--- config.mk ---
export PLATFORM = sky130hd
export DESIGN_NAME = urm_top
export DESIGN_NICKNAME = d
export VERILOG_FILES = /design/src/urm_pkg.sv /design/src/urm_baud.sv /design/src/urm_top.sv
export VERILOG_INCLUDE_DIRS = /design/src
export SDC_FILE = /design/constraint.sdc
export NUM_CORES = 1
export LEC_CHECK = 0
export BUFFER_PORTS_ARGS = -buffer_cell sky130_fd_sc_hd__buf_2
export CAP_MARGIN = 0
export CORE_MARGIN = 10
export CORE_UTILIZATION = 34
export CTS_BUF_LIST = sky130_fd_sc_hd__clkbuf_16
export DETAILED_ROUTE_END_ITERATION = 6
export SETUP_SLACK_MARGIN = 0.4
export SLEW_MARGIN = 20
export SYNTH_ARGS = -nofsm -noshare
export SYNTH_HDL_FRONTEND = slang
export SYNTH_SLANG_ARGS = --single-unit
--- constraint.sdc ---
create_clock -name CLK -period 3.5 [get_ports CLK]
set_input_delay 0.175 -clock CLK [delete_from_list [all_inputs] [get_ports CLK]]
set_output_delay 0.175 -clock CLK [all_outputs]
set_load 0.1 [all_outputs]
--- src/urm_defs.svh ---
`ifndef URM_DEFS_SVH
`define URM_DEFS_SVH

// ************************************************************
// register offsets on the three address lines
// ************************************************************
`define URM_A_DATA 3'h0
`define URM_A_IER 3'h1
`define URM_A_ISR 3'h2
`define URM_A_LCR 3'h3
`define URM_A_MCR 3'h4
`define URM_A_LSR 3'h5
`define URM_A_MSR 3'h6
`define URM_A_SPR 3'h7

// ************************************************************
// field positions and masks
// ************************************************************
`define URM_LCR_DLAB 7
`define URM_LCR_ENH_KEY 8'hbf
`define URM_EFR_ENH 4
`define URM_FCR_EN 0
`define URM_FCR_RXRST 1
`define URM_IER_RX 0
`define URM_IER_TX 1
`define URM_IER_LS 2
`define URM_IER_MS 3
`define URM_IER_ENH_MASK 8'hf0
`define URM_MCR_ENH_MASK 8'he4
`define URM_FCR_ENH_MASK 8'h30

// ************************************************************
// interrupt source codes for irq_status bits 3:0
// ************************************************************
`define URM_ISR_NONE 4'h1
`define URM_ISR_LSR 4'h6
`define URM_ISR_RXRDY 4'h4
`define URM_ISR_TXRDY 4'h2
`define URM_ISR_MSR 4'h0

// ************************************************************
// receive trigger levels and reset values
// ************************************************************
`define URM_TRIG_0 5'h01
`define URM_TRIG_1 5'h04
`define URM_TRIG_2 5'h08
`define URM_TRIG_3 5'h0e
`define URM_FIFO_DEPTH 16
`define URM_REG_RST 8'h00
`define URM_DIV_RST 16'h0000

`endif

--- src/urm_pkg.sv ---
package urm_pkg;

    // ************************************************************
    // bus access state, one-hot
    // ************************************************************
    typedef enum logic [2:0] {
        URM_ACC_IDLE = 3'b001,
        URM_ACC_RD = 3'b010,
        URM_ACC_WR = 3'b100
    } urm_acc_t;

    // ************************************************************
    // decoded register selects
    // ************************************************************
    typedef enum logic [3:0] {
        URM_SEL_DATA, URM_SEL_DLL, URM_SEL_REV, URM_SEL_IER, URM_SEL_DLM,
        URM_SEL_IDENT, URM_SEL_ISR, URM_SEL_EFR, URM_SEL_LCR, URM_SEL_MCR,
        URM_SEL_LSR, URM_SEL_MSR, URM_SEL_SPR, URM_SEL_FLOW_ON_CHAR_1, URM_SEL_FLOW_ON_CHAR_2,
        URM_SEL_XOFF
    } urm_sel_t;

    // sampled host bus pins
    typedef struct packed {
        logic cs_n;
        logic rd_n;
        logic wr_n;
        logic [2:0] addr;
        logic [7:0] data;
    } urm_bus_t;

    // one receive fifo entry: break, framing, parity flags and the character
    typedef struct packed {
        logic [2:0] err;
        logic [7:0] data;
    } urm_rx_entry_t;

endpackage

--- src/urm_baud.sv ---
`timescale 1ns/1ps
`include "urm_defs.svh"

module urm_baud import urm_pkg::*; #(
    parameter int WIDTH = 16
) (
    input wire logic clk,
    input wire logic resetn,
    input wire logic [WIDTH-1:0] divisor,
    input wire logic reload,
    output logic tick
);

    logic [WIDTH-1:0] cnt_q, cnt_d;
    logic tick_q, tick_d;

    // down counter, one tick per divisor cycles; a zero divisor stops it
    always_comb begin
        cnt_d = cnt_q;
        tick_d = 1'b0;
        if (reload || divisor == '0) begin
            cnt_d = divisor;
        end else if (cnt_q <= WIDTH'(1)) begin
            cnt_d = divisor;
            tick_d = 1'b1;
        end else begin
            cnt_d = cnt_q - WIDTH'(1);
        end
    end

    always_ff @(posedge clk or negedge resetn) begin
        if (!resetn) begin
            cnt_q <= '0;
            tick_q <= 1'b0;
        end else begin
            cnt_q <= cnt_d;
            tick_q <= tick_d;
        end
    end

    assign tick = tick_q;

endmodule

--- src/urm_top.sv ---
`timescale 1ns/1ps
`include "urm_defs.svh"

// Behaviour
// - the host picks one byte register by three address lines under chip select.
// - a sixteen-bit baud divider counter loaded from the divisor latches makes the rate tick.
// - divisor latches sit at addresses 0 and 1 only while line_control bit 7 is one.
// - irq_enable masks the rx data, tx empty, line status and modem status sources.
// - with fifos and rx interrupt enabled the interrupt rises when the fill reaches the trigger.
// - the rx data interrupt drops as soon as the fill falls below the trigger.
// - the rx source code shows in irq_status bits 3:0 and clears together with the interrupt.
// - line_status bit 0 is set as a character enters the receive fifo.
// - line_status bit 0 clears only when the receive fifo is empty.
// - enhanced bits are writable and effective only while enhanced_features bit 4 is one.
// - irq_status bits 7:6 read one with fifos enabled and zero otherwise.
module urm_top import urm_pkg::*; #(
    parameter int DEPTH = `URM_FIFO_DEPTH,
    parameter logic [7:0] REV_CODE = 8'h03, // arbitrary value
    parameter logic [7:0] IDENT_CODE = 8'h5a // arbitrary value
) (
    input wire logic CLK,
    input wire logic RESETN,
    input wire logic CS_N,
    input wire logic RD_N,
    input wire logic WR_N,
    input wire logic [2:0] ADDR,
    input wire logic [7:0] D_IN,
    output logic [7:0] D_OUT,
    output logic D_OE,
    input wire logic RX_VALID,
    input wire logic [7:0] RX_DATA,
    input wire logic [2:0] RX_ERR,
    input wire logic THR_EMPTY,
    input wire logic TX_ALL_EMPTY,
    output logic TX_WR,
    output logic [7:0] TX_DATA,
    input wire logic [3:0] MODEM_N,
    output logic [7:0] LINE_CTRL,
    output logic [7:0] MODEM_CTRL,
    output logic [1:0] TX_TRIG,
    output logic BAUD_TICK,
    output logic INT
);

    localparam int PW = $clog2(DEPTH);
    localparam int CW = $clog2(DEPTH + 1);

    // ************************************************************
    // decode helpers
    // ************************************************************

    // address decode qualified by the divisor and enhanced keys
    function automatic urm_sel_t urm_decode(input logic [2:0] a, input logic [7:0] line_control,
                                            input logic dl_zero, input logic rd);
        logic key;
        key = (line_control == `URM_LCR_ENH_KEY);
        case (a)
            `URM_A_DATA: urm_decode = !line_control[`URM_LCR_DLAB] ? URM_SEL_DATA :
                                      (rd && dl_zero) ? URM_SEL_REV : URM_SEL_DLL;
            `URM_A_IER: urm_decode = !line_control[`URM_LCR_DLAB] ? URM_SEL_IER :
                                     (rd && dl_zero) ? URM_SEL_IDENT : URM_SEL_DLM;
            `URM_A_ISR: urm_decode = key ? URM_SEL_EFR : URM_SEL_ISR;
            `URM_A_LCR: urm_decode = URM_SEL_LCR;
            `URM_A_MCR: urm_decode = key ? URM_SEL_FLOW_ON_CHAR_1 : URM_SEL_MCR;
            `URM_A_LSR: urm_decode = key ? URM_SEL_FLOW_ON_CHAR_2 : URM_SEL_LSR;
            `URM_A_MSR: urm_decode = key ? URM_SEL_XOFF : URM_SEL_MSR;
            default: urm_decode = key ? URM_SEL_XOFF : URM_SEL_SPR;
        endcase
    endfunction

    // trigger select to fill level
    function automatic logic [CW-1:0] urm_trig(input logic [1:0] s);
        case (s)
            2'h0: urm_trig = CW'(`URM_TRIG_0);
            2'h1: urm_trig = CW'(`URM_TRIG_1);
            2'h2: urm_trig = CW'(`URM_TRIG_2);
            default: urm_trig = CW'(`URM_TRIG_3);
        endcase
    endfunction

    // ************************************************************
    // pin synchronisers
    // ************************************************************
    urm_bus_t bus_s1_q, bus_s2_q;
    logic [3:0] mdm_s1_q, mdm_s2_q, mdm_prev_q;

    // two flops on every bus and modem pin; the second stage is read, and mdm_prev_q delays it once more for the modem deltas
    always_ff @(posedge CLK or negedge RESETN) begin
        if (!RESETN) begin
            bus_s1_q <= '{cs_n: 1'b1, rd_n: 1'b1, wr_n: 1'b1, addr: 3'h0, data: 8'h00};
            bus_s2_q <= '{cs_n: 1'b1, rd_n: 1'b1, wr_n: 1'b1, addr: 3'h0, data: 8'h00};
            mdm_s1_q <= 4'hf;
            mdm_s2_q <= 4'hf;
            mdm_prev_q <= 4'hf;
        end else begin
            bus_s1_q <= '{cs_n: CS_N, rd_n: RD_N, wr_n: WR_N, addr: ADDR, data: D_IN};
            bus_s2_q <= bus_s1_q;
            mdm_s1_q <= MODEM_N;
            mdm_s2_q <= mdm_s1_q;
            mdm_prev_q <= mdm_s2_q;
        end
    end

    // ************************************************************
    // host access sequencer
    // ************************************************************
    urm_acc_t acc_q, acc_d;
    logic [2:0] wa_q, wa_d;
    logic [7:0] wd_q, wd_d;
    logic rd_go, wr_go;

    // read acts on the strobe's leading edge, write on its trailing edge
    always_comb begin
        acc_d = acc_q;
        wa_d = wa_q;
        wd_d = wd_q;
        rd_go = 1'b0;
        wr_go = 1'b0;
        case (acc_q)
            URM_ACC_IDLE: begin
                if (!bus_s2_q.cs_n && !bus_s2_q.rd_n) begin
                    acc_d = URM_ACC_RD;
                    rd_go = 1'b1;
                end else if (!bus_s2_q.cs_n && !bus_s2_q.wr_n) begin
                    acc_d = URM_ACC_WR;
                end
            end
            URM_ACC_RD: begin
                if (bus_s2_q.rd_n) begin
                    acc_d = URM_ACC_IDLE;
                end
            end
            URM_ACC_WR: begin
                if (bus_s2_q.wr_n) begin
                    acc_d = URM_ACC_IDLE;
                    wr_go = 1'b1;
                end else begin
                    wa_d = bus_s2_q.addr;
                    wd_d = bus_s2_q.data;
                end
            end
            default: acc_d = URM_ACC_IDLE;
        endcase
    end

    always_ff @(posedge CLK or negedge RESETN) begin
        if (!RESETN) begin
            acc_q <= URM_ACC_IDLE;
            wa_q <= 3'h0;
            wd_q <= 8'h00;
        end else begin
            acc_q <= acc_d;
            wa_q <= wa_d;
            wd_q <= wd_d;
        end
    end

    // ************************************************************
    // configuration registers
    // ************************************************************
    logic [7:0] lcr_q, ier_q, efr_q, mcr_q, spr_q, dll_q, dlm_q;
    logic [7:0] lcr_d, ier_d, efr_d, mcr_d, spr_d, dll_d, dlm_d;
    logic [7:0] flow_on_char_1_q, flow_on_char_2_q, flow_off_char_1_q, flow_off_char_2_q, flow_on_char_1_d, flow_on_char_2_d, flow_off_char_1_d, flow_off_char_2_d;
    logic [7:0] thr_q, thr_d;
    logic fen_q, fen_d, txwr_q, txwr_d, rxrst;
    logic [1:0] rtrig_q, rtrig_d, ttrig_q, ttrig_d;
    logic enh, dl_zero;
    logic [7:0] ier_eff, mcr_eff, enh_keep;
    urm_sel_t wsel, rsel;

    assign enh = efr_q[`URM_EFR_ENH];
    assign enh_keep = enh ? 8'hff : 8'h00;
    assign ier_eff = ier_q & (enh_keep | ~`URM_IER_ENH_MASK);
    assign mcr_eff = mcr_q & (enh_keep | ~`URM_MCR_ENH_MASK);
    assign dl_zero = (dll_q == 8'h00) && (dlm_q == 8'h00);
    assign wsel = urm_decode(wa_q, lcr_q, dl_zero, 1'b0);
    assign rsel = urm_decode(bus_s2_q.addr, lcr_q, dl_zero, 1'b1);

    // register writes; enhanced bits only land while enhanced access is on
    always_comb begin
        {lcr_d, ier_d, efr_d, mcr_d, spr_d} = {lcr_q, ier_q, efr_q, mcr_q, spr_q};
        {dll_d, dlm_d, thr_d, fen_d, rtrig_d, ttrig_d} =
            {dll_q, dlm_q, thr_q, fen_q, rtrig_q, ttrig_q};
        {flow_on_char_1_d, flow_on_char_2_d, flow_off_char_1_d, flow_off_char_2_d} = {flow_on_char_1_q, flow_on_char_2_q, flow_off_char_1_q, flow_off_char_2_q};
        txwr_d = 1'b0;
        rxrst = 1'b0;
        if (wr_go) begin
            case (wsel)
                URM_SEL_DATA: begin
                    thr_d = wd_q;
                    txwr_d = 1'b1;
                end
                URM_SEL_DLL: dll_d = wd_q;
                URM_SEL_DLM: dlm_d = wd_q;
                URM_SEL_IER: ier_d = wd_q & (enh_keep | ~`URM_IER_ENH_MASK);
                URM_SEL_ISR: begin
                    fen_d = wd_q[`URM_FCR_EN];
                    rxrst = wd_q[`URM_FCR_RXRST] || (wd_q[`URM_FCR_EN] != fen_q);
                    rtrig_d = wd_q[7:6];
                    ttrig_d = enh ? wd_q[5:4] : 2'h0;
                end
                URM_SEL_EFR: efr_d = wd_q;
                URM_SEL_LCR: lcr_d = wd_q;
                URM_SEL_MCR: mcr_d = wd_q & (enh_keep | ~`URM_MCR_ENH_MASK);
                URM_SEL_SPR: spr_d = wd_q;
                URM_SEL_FLOW_ON_CHAR_1: flow_on_char_1_d = wd_q;
                URM_SEL_FLOW_ON_CHAR_2: flow_on_char_2_d = wd_q;
                URM_SEL_XOFF: begin
                    if (wa_q == `URM_A_MSR) begin
                        flow_off_char_1_d = wd_q;
                    end else begin
                        flow_off_char_2_d = wd_q;
                    end
                end
                default: ;
            endcase
        end
    end

    always_ff @(posedge CLK or negedge RESETN) begin
        if (!RESETN) begin
            {lcr_q, ier_q, efr_q, mcr_q, spr_q} <= {5{`URM_REG_RST}};
            {dlm_q, dll_q} <= `URM_DIV_RST;
            {flow_on_char_1_q, flow_on_char_2_q, flow_off_char_1_q, flow_off_char_2_q, thr_q} <= {5{`URM_REG_RST}};
            fen_q <= 1'b0;
            rtrig_q <= 2'h0;
            ttrig_q <= 2'h0;
            txwr_q <= 1'b0;
        end else begin
            {lcr_q, ier_q, efr_q, mcr_q, spr_q} <= {lcr_d, ier_d, efr_d, mcr_d, spr_d};
            {dll_q, dlm_q, thr_q, fen_q} <= {dll_d, dlm_d, thr_d, fen_d};
            {rtrig_q, ttrig_q, txwr_q} <= {rtrig_d, ttrig_d, txwr_d};
            {flow_on_char_1_q, flow_on_char_2_q, flow_off_char_1_q, flow_off_char_2_q} <= {flow_on_char_1_d, flow_on_char_2_d, flow_off_char_1_d, flow_off_char_2_d};
        end
    end

    // ************************************************************
    // receive fifo
    // ************************************************************
    urm_rx_entry_t mem_q [DEPTH];
    logic [PW-1:0] wp_q, wp_d, rp_q, rp_d;
    logic [CW-1:0] cnt_q, cnt_d;
    logic ovr_q, ovr_d, full, push, pop, any_err;
    urm_rx_entry_t head;

    // without fifos the store holds a single character
    assign full = fen_q ? (cnt_q == CW'(DEPTH)) : (cnt_q != '0);
    assign push = RX_VALID && !full;
    assign pop = rd_go && (rsel == URM_SEL_DATA) && (cnt_q != '0);
    assign head = mem_q[rp_q];

    // pointers, fill count and the sticky overrun; the set wins over the read clear
    always_comb begin
        wp_d = wp_q;
        rp_d = rp_q;
        cnt_d = cnt_q;
        if (push) begin
            wp_d = wp_q + PW'(1);
        end
        if (pop) begin
            rp_d = rp_q + PW'(1);
        end
        cnt_d = cnt_q + CW'(push) - CW'(pop);
        if (rxrst) begin
            wp_d = '0;
            rp_d = '0;
            cnt_d = '0;
        end
        ovr_d = ovr_q && !(rd_go && rsel == URM_SEL_LSR);
        if (RX_VALID && full) begin
            ovr_d = 1'b1;
        end
    end

    always_ff @(posedge CLK or negedge RESETN) begin
        if (!RESETN) begin
            wp_q <= '0;
            rp_q <= '0;
            cnt_q <= '0;
            ovr_q <= 1'b0;
        end else begin
            wp_q <= wp_d;
            rp_q <= rp_d;
            cnt_q <= cnt_d;
            ovr_q <= ovr_d;
        end
    end

    // storage array, written on push only
    always_ff @(posedge CLK) begin
        if (push) begin
            mem_q[wp_q] <= '{err: RX_ERR, data: RX_DATA};
        end
    end

    // error flag of any character still waiting
    always_comb begin
        logic [PW-1:0] off;
        off = '0;
        any_err = 1'b0;
        for (int i = 0; i < DEPTH; i++) begin
            off = PW'(i) - rp_q;
            if ((CW'(off) < cnt_q) && (mem_q[i].err != 3'h0)) begin
                any_err = 1'b1;
            end
        end
    end

    // ************************************************************
    // status and interrupt sources
    // ************************************************************
    logic [7:0] line_status, modem_status, irq_status;
    logic [3:0] dlt_q, dlt_d;
    logic txf_q, txf_d, thr_prev_q, ier_tx_prev_q, int_q;
    logic src_ls, src_rx, src_tx, src_ms;
    logic [3:0] code;

    // data ready follows the fill count, so a host read never drops it early
    assign line_status = {fen_q && any_err, TX_ALL_EMPTY, THR_EMPTY,
                  (cnt_q != '0) ? head.err : 3'h0, ovr_q, cnt_q != '0};
    assign modem_status = {~mdm_s2_q, dlt_q};

    assign src_ls = ier_eff[`URM_IER_LS] && (line_status[4:1] != 4'h0);
    assign src_rx = ier_eff[`URM_IER_RX] &&
                    (fen_q ? (cnt_q >= urm_trig(rtrig_q)) : (cnt_q != '0));
    assign src_tx = ier_eff[`URM_IER_TX] && txf_q;
    assign src_ms = ier_eff[`URM_IER_MS] && (dlt_q != 4'h0);

    // highest pending source wins the code; rx code drops with the fill level
    always_comb begin
        if (src_ls) begin
            code = `URM_ISR_LSR;
        end else if (src_rx) begin
            code = `URM_ISR_RXRDY;
        end else if (src_tx) begin
            code = `URM_ISR_TXRDY;
        end else if (src_ms) begin
            code = `URM_ISR_MSR;
        end else begin
            code = `URM_ISR_NONE;
        end
    end

    assign irq_status = {fen_q, fen_q, 2'h0, code};

    // modem deltas and tx-ready flag; a new event beats a read clear
    always_comb begin
        dlt_d = dlt_q;
        if (rd_go && rsel == URM_SEL_MSR) begin
            dlt_d = 4'h0;
        end
        dlt_d = dlt_d | (mdm_s2_q ^ mdm_prev_q);
        txf_d = txf_q;
        if ((rd_go && rsel == URM_SEL_ISR && code == `URM_ISR_TXRDY) ||
            (wr_go && wsel == URM_SEL_DATA)) begin
            txf_d = 1'b0;
        end
        if (THR_EMPTY && (!thr_prev_q || !ier_tx_prev_q) && ier_eff[`URM_IER_TX]) begin
            txf_d = 1'b1;
        end
    end

    always_ff @(posedge CLK or negedge RESETN) begin
        if (!RESETN) begin
            dlt_q <= 4'h0;
            txf_q <= 1'b0;
            thr_prev_q <= 1'b1;
            ier_tx_prev_q <= 1'b0;
            int_q <= 1'b0;
        end else begin
            dlt_q <= dlt_d;
            txf_q <= txf_d;
            thr_prev_q <= THR_EMPTY;
            ier_tx_prev_q <= ier_eff[`URM_IER_TX];
            int_q <= (code != `URM_ISR_NONE);
        end
    end

    // ************************************************************
    // read data path
    // ************************************************************
    logic [7:0] dout_q, dout_d;

    // read mux captured on the leading edge of the read strobe
    always_comb begin
        dout_d = dout_q;
        if (rd_go) begin
            case (rsel)
                URM_SEL_DATA: dout_d = head.data;
                URM_SEL_DLL: dout_d = dll_q;
                URM_SEL_REV: dout_d = REV_CODE;
                URM_SEL_IER: dout_d = ier_eff;
                URM_SEL_DLM: dout_d = dlm_q;
                URM_SEL_IDENT: dout_d = IDENT_CODE;
                URM_SEL_ISR: dout_d = irq_status;
                URM_SEL_EFR: dout_d = efr_q;
                URM_SEL_LCR: dout_d = lcr_q;
                URM_SEL_MCR: dout_d = mcr_eff;
                URM_SEL_LSR: dout_d = line_status;
                URM_SEL_MSR: dout_d = modem_status;
                URM_SEL_SPR: dout_d = spr_q;
                URM_SEL_FLOW_ON_CHAR_1: dout_d = flow_on_char_1_q;
                URM_SEL_FLOW_ON_CHAR_2: dout_d = flow_on_char_2_q;
                default: dout_d = (bus_s2_q.addr == `URM_A_MSR) ? flow_off_char_1_q : flow_off_char_2_q;
            endcase
        end
    end

    always_ff @(posedge CLK or negedge RESETN) begin
        if (!RESETN) begin
            dout_q <= 8'h00;
        end else begin
            dout_q <= dout_d;
        end
    end

    // ************************************************************
    // baud divider and outputs
    // ************************************************************
    urm_baud #(.WIDTH(16)) u_baud (
        .clk(CLK),
        .resetn(RESETN),
        .divisor({dlm_q, dll_q}),
        .reload(wr_go && (wsel == URM_SEL_DLL || wsel == URM_SEL_DLM)),
        .tick(BAUD_TICK)
    );

    assign D_OUT = dout_q;
    assign D_OE = (acc_q == URM_ACC_RD) && !rd_go;
    assign TX_WR = txwr_q;
    assign TX_DATA = thr_q;
    assign LINE_CTRL = lcr_q;
    assign MODEM_CTRL = mcr_eff;
    assign TX_TRIG = enh ? ttrig_q : 2'h0;
    assign INT = int_q;

endmodule

Word-level counts from Yosys, hierarchy flattened
Memories as Yosys holds them, arrays and structs flattened.
Cells that the tools add are included.
{"block": "word_totals", "ff_bits": 203, "latch_bits": 0, "ram_bits": 176, "mem_bits_ro": 0, "inputBits": 34, "word_cells": 309, "memories": 1}
{"block": "op_classes", "add_sub_neg": 21, "mul": 0, "div_mod_pow": 0, "magnitude_cmp": 18, "n_eq_ne": 50, "shift": 0, "muxes": 70, "bitwise": 9, "reduce_logical": 96}
{"name": "mem_q", "depth": 16, "word_bits": 11, "rd": 17, "rd_clocked_by_memory_dff": 0, "write_ports": 1, "line": "urm_top.sv:240", "rtl": "urm_rx_entry_t mem_q [DEPTH];"}
{"operator": "one-hot mux 8 bit (15 select lines)", "n": 1}
{"operator": "< comparator 4 x 5 -> 1 bit", "n": 16}
{"operator": "one-hot mux 4 bit (7 select lines)", "n": 2}
{"operator": "== test 4 bit, second input constant", "n": 13}
{"operator": "nonzero test 3 bit", "n": 16}
{"operator": "logical AND 1 bit", "n": 38}
{"operator": "2-to-1 mux 1 bit", "n": 37}
{"operator": "2-to-1 mux 3 bit", "n": 12}
{"operator": "bitwise AND 8 bit", "n": 4}
{"operator": "2-to-1 mux 16 bit", "n": 2}
{"operator": "subtractor 4 bit, first input constant", "n": 8}
{"operator": "== test 4 x 3 -> 1 bit, second input constant", "n": 7}
{"operator": "AND reduction 2 bit", "n": 12}
{"operator": "== test 3 bit, second input constant", "n": 7}
{"operator": "2-to-1 mux 4 bit", "n": 5}
{"operator": "== test 4 x 2 -> 1 bit, second input constant", "n": 4}
{"operator": "<= comparator 16 x 1 -> 1 bit, second input constant", "n": 1}
{"operator": "logical NOT 16 bit", "n": 1}
{"operator": "logical NOT 8 bit", "n": 2}
{"operator": "2-to-1 mux 8 bit", "n": 2}
{"operator": "subtractor 16 x 1 -> 16 bit, second input constant", "n": 1}
{"operator": "subtractor 3 x 4 -> 4 bit, first input constant", "n": 4}
{"operator": "== test 3 x 2 -> 1 bit, second input constant", "n": 5}
{"operator": "2-to-1 mux 2 bit", "n": 6}
{"operator": "32 further kinds", "n": 58}

Longest topological paths before layout
{"block": "logic_depth", "depth_word": 21, "mapped_depth": 16}

Modules after synthesis
A second synthesis with hierarchy kept.
{"block": "hier_totals", "hier_cells": 1236, "area_unflattened_um2": 17252.8}
{"mod": "urm_top", "instances": 1, "cells_per_inst": 1137, "area_each_um2": 16244.3}
{"mod": "urm_baud", "instances": 1, "cells_per_inst": 99, "area_each_um2": 1008.5}

Least setup slack after synthesis
Ideal clock, no wire load.
{"block": "synth_timing", "kind": "reg-to-reg", "start": "register rp_q[1]", "end": "register dout_q[7], in the netlist D_OUT[7]", "setup_time_ps": 129, "arrival_time_ps": 3257, "slack_ps": 114, "path_stages_with_launch": 17, "n_path_buf": 3, "cell_sequence": "dfrtp_1 buf_2 buf_1 clkbuf_1 inv_1 ha_1 a21oi_1 xnor2_1 inv_1 ha_1 o21ba_1 o22ai_1 nor4_1 o2111a_1 nand4_1 o311ai_1 a21boi_1"}
{"block": "synth_via", "elab_chain_len": 21, "word_cells_on_any_way": 67, "cone_classes": "add/sub (16); order compare (16); mux (17); reduce/logical (17); memory (1)"}
{"element": "start: declaration", "line": "urm_top.sv:241", "rtl": "logic [PW-1:0] wp_q, wp_d, rp_q, rp_d;"}
{"element": "start signal: assignment", "line": "urm_top.sv:283", "rtl": "rp_q <= rp_d;"}
{"element": "subtractor 1 x 4 -> 4 bit", "line": "urm_top.sv:302", "rtl": "off = PW'(i) - rp_q;"}
{"element": "< comparator 4 x 5 -> 1 bit", "line": "urm_top.sv:303", "rtl": "if ((CW'(off) < cnt_q) && (mem_q[i].err != 3'h0)) begin"}
{"element": "logical AND 1 bit", "line": "urm_top.sv:303"}
{"element": "2-to-1 mux 1 bit (16 in series)", "line": "urm_top.sv:303"}
{"element": "logical AND 1 bit", "line": "urm_top.sv:319", "rtl": "assign line_status = {fen_q && any_err, TX_ALL_EMPTY, THR_EMPTY,"}
{"element": "one-hot mux 8 bit (15 select lines) *", "line": "urm_top.sv:388", "rtl": "case (rsel)"}
{"element": "end signal: assignment", "line": "urm_top.sv:413", "rtl": "dout_q <= dout_d;"}
{"element": "end: declaration", "line": "urm_top.sv:382", "rtl": "logic [7:0] dout_q, dout_d;"}
Every way passes the cells marked *; elsewhere a longest branch is shown, timed or not.
A chain may end at the register's enable or synchronous reset.

Worst setup path in the final report
{"block": "layout_timing", "start": "register acc_q[1]", "end": "register dout_q[3], in the netlist D_OUT[3]"}
{"block": "layout_via", "elab_chain_len": 2}
{"element": "start: declaration", "line": "urm_top.sv:107", "rtl": "urm_acc_t acc_q, acc_d;"}
{"element": "start signal: assignment", "line": "urm_top.sv:148", "rtl": "acc_q <= URM_ACC_IDLE;"}
{"element": "start signal: assignment", "line": "urm_top.sv:152", "rtl": "acc_q <= acc_d;"}
{"element": "== test 3 x 1 -> 1 bit", "line": "urm_top.sv:119", "rtl": "case (acc_q)"}
{"element": "2-to-1 mux 1 bit", "line": "urm_top.sv:119"}
No other way between the ends.

==> results.ini <==
[floorplanning]
die-area_sq_um=59300
die_h_um=243
start_util_pct=34.5
io-pin-count=72
num_rows=81
core_sq_um=49200
die_w_um=243

[timing]
clock.fmax_mhz=336
finalCriticalPeriod_ps=2970
max-slew-margin-rel_pct=31.7
rsz0062_at_grt=true
finalSetupTns_ps=0
finalMaxSlewViolations=0
setup-violations-final=0
fin_crit_sh_pct=85.0
tightestPinTransition_ps=1020
fin_worst_skew_ps=24.3
hold_violations=0

[power]
power_frac_seq_pct=41.3
ir_drop_v=0.000486
power.switching_mw=3.75
p_int_mw=8.71
power.total_mw=12.5
powerDensity_nw_per_um2=622
pwr-share-clk_pct=35.4
p_leak_nw=8.22
switching_share_pct=30.1
combPwrFrac_pct=23.3

[placed_design]
gp_congestion=0.890
port_buffers=71
hpwl_um=30400

[logic_synthesis]
yosysSeqAreaShare_pct=61.2
ys_async_sr_fraction_pct=53.6
synth_common_cells=183 x dfrtp_1, 176 x edfxtp_1, 81 x nand2_1
yosys.area.top_type=edfxtp_1
yosysUniqueCellTypes=75
synthTopCellsByArea=edfxtp_1 31%, dfrtp_1 27%, mux4_2 6.5%
yosysMostFrequentCell=dfrtp_1
syn_area_sq_um=17000
synthCells=1221
syn_area_per_cell_sq_um=13.9
synth-main-ff-cell=dfrtp_1
synth_top_area_share_pct=31.1
synth_edf_count=176
ys_seq_elements=379
synth_fp_nets=1308
yosysWarnings=0

[route]
vias=10800
final_antenna_net_count=0
viasPerCell=5.24
drtPass1Iterations=5
drc=0
drt_iter0_markers=792
wl_per_cell_um=21.7
finalWirelength_um=44500

[global_routing]
grt_max_degree=115
grt_pass1_wl_um=68400
grt_usage_pct=14.9
grt_pass1_vias=11000
antenna_found_initial=2
overflow=0

[setup_path]
worstPathRequired_ps=3950
critPathKind=register to register
r2r-start=acc_q[1]$_DFFE_PN0P_
crit_path_end_kind=register
r2r-end=D_OUT[3]$_DFFE_PN0P_
cp_cell_sequence=nor4_1 > nand2_1 > a311oi_1 > o211ai_1 > a2111oi_0 > buf_4 > a21boi_1
cp_top_family=compound AO/OA/AOI/OAI gates
slowest_delay_ps=700
rr_worst_depth=7
slowest_stage=a2111oi_0
worstPathMaxFanout=6
worstPathArrival_ps=3420
critPathBufInv=1
r2r_slack_ps=530
cp-start-kind=register
cp_num_cells=7

[clock_network]
clk_pin_slew_ps=60
clk_latency_ps=570
ctsRootBufferMaster=clkbuf_16
cts_num_sinks=379
clockBufferDepth=3
h-tree-depth=2
cts_tree=done
cts_buffers=41

[worst_hold_path]
hp-class=input port to register
hold_path_end=D_OUT[6]$_DFFE_PN0P_
hold_path_depth=4
hp-start=TX_ALL_EMPTY

[layout]
synthToLayoutAreaGrowth_pct=18.0
nets=1443
drive_gt1_share_pct=22.6

[job]
cap_violations=0

[status]
outcome=completed

[kinds of logic (layout without fill, tap and decap cells)]
family                   after synthesis  in the layout  share of synthesized area (%)
AND/OR/NAND/NOR                      314            314                           9.17
AO/OA/AOI/OAI                        175            175                           7.16
adder cells (fa/ha/maj)               53             53                           3.95
multiplexers                         166            166                           14.2
other                                  0              1                              0
XOR/XNOR                              37             37                           1.91
buffers and inverters                 97            263                           2.47
flip-flops                           379            379                           61.2
[per-stage QoR]
stage	setup slack (ps)	hold WS [ps]	area, sq um	utilization, %	std cells
2_1_floorplan	387	-121	17000	-	1221
3_3_place_gp	492	281	18300	37.3	1945
3_5_place_dp	452	281	18300	37.3	1945
4_1_cts	408	99.1	20000	40.7	2051
5_1_grt	349	124	20000	40.8	2052
6_report	527	117	20000	40.8	2052
[registers in the layout, summed over array words and instances, names as in the netlist, 14 cells and up]
signal and cells:
bus_s1_q 14, bus_s2_q 14, mem_q 176, u_baud.cnt_q 16
[layer usage]
metal | vias up | wire length, um | track usage [%]
met2 | 327 | 20400 | 22.9
met4 | 0 | 968 | 4.23
met1 | 5518 | 20500 | 20.7
met3 | 64 | 2670 | 3.26
met5 | - | 0 | 0
li1 | 4848 | - | -
[worst max-delay path by stage]
stage / start / slack (ps) / end
finish: acc_q[1]$_DFFE_PN0P_ / 530 / D_OUT[3]$_DFFE_PN0P_
global placement: cnt_q[2]$_DFF_PN0_ / 490 / cnt_q[4]$_DFF_PN0_
global route: cnt_q[2]$_DFF_PN0_ / 350 / cnt_q[4]$_DFF_PN0_
floorplan: rp_q[0]$_DFFE_PN0P_ / 390 / D_OUT[7]$_DFFE_PN0P_
CTS: cnt_q[2]$_DFF_PN0_ / 410 / cnt_q[4]$_DFF_PN0_
detailed placement: cnt_q[2]$_DFF_PN0_ / 450 / cnt_q[4]$_DFF_PN0_
[cells in the final DEF, fill, tap and decap left out, types with 10 or more instances in the layout]
master / n
nand3_1: 16
o21ai_0: 23
nand2b_1: 10
nor2b_1: 18
inv_1: 40
dfrtp_1: 180
dlygate4sd3_1: 32
clkbuf_16: 44
nor4_1: 11
nor2_1: 79
mux2i_1: 14
xnor2_1: 24
mux4_2: 49
ha_1: 52
buf_2: 70
mux2_2: 42
mux2_1: 61
nand4_1: 11
a21o_1: 10
nand2_1: 81
a22oi_1: 16
nor3_1: 41
xor2_1: 13
buf_4: 49
a31oi_1: 17
dfstp_2: 20
a21oi_1: 33
edfxtp_1: 176
[power groups by stage]
| stage | Clock (mW) | Combinational (mW) | Sequential [mW] |
|---|---|---|---|
| after global routing | 4.70 | 3.18 | 5.17 |
| after floorplan | 0 | 1.93 | 5.34 |
| after CTS | 4.51 | 2.93 | 5.14 |
| after detailed placement | 0 | 2.89 | 5.23 |
| final | 4.41 | 2.90 | 5.15 |
| after global placement | 0 | 2.85 | 5.22 |
[layout make-up]
class	instances	area (sq um)
fill	4526	29100
sequential	379	10400
multi-input combinational	745	6200
clock buffer	44	1100
timing repair buffer	154	1090
tap	664	831
clock inverter	30	272
inverter	35	139
antenna	1	2.50
[worst register-to-register path, stage by stage (launching register included)]
cell       delay, ps
dfrtp_1          440
nor4_1           340
nand2_1          320
a311oi_1         540
o211ai_1         230
a2111oi_0        700
buf_4            230
a21boi_1          60
[timing repair]
item / CTS / global route
setup endpoints to repair: 0 / 8
buffers inserted: 0 / 0
gates resized for setup: 0 / 3
hold buffers: 32 / 0
endpoints found under the hold margin: 280 / 0
(Power assumes the default switching activity.)
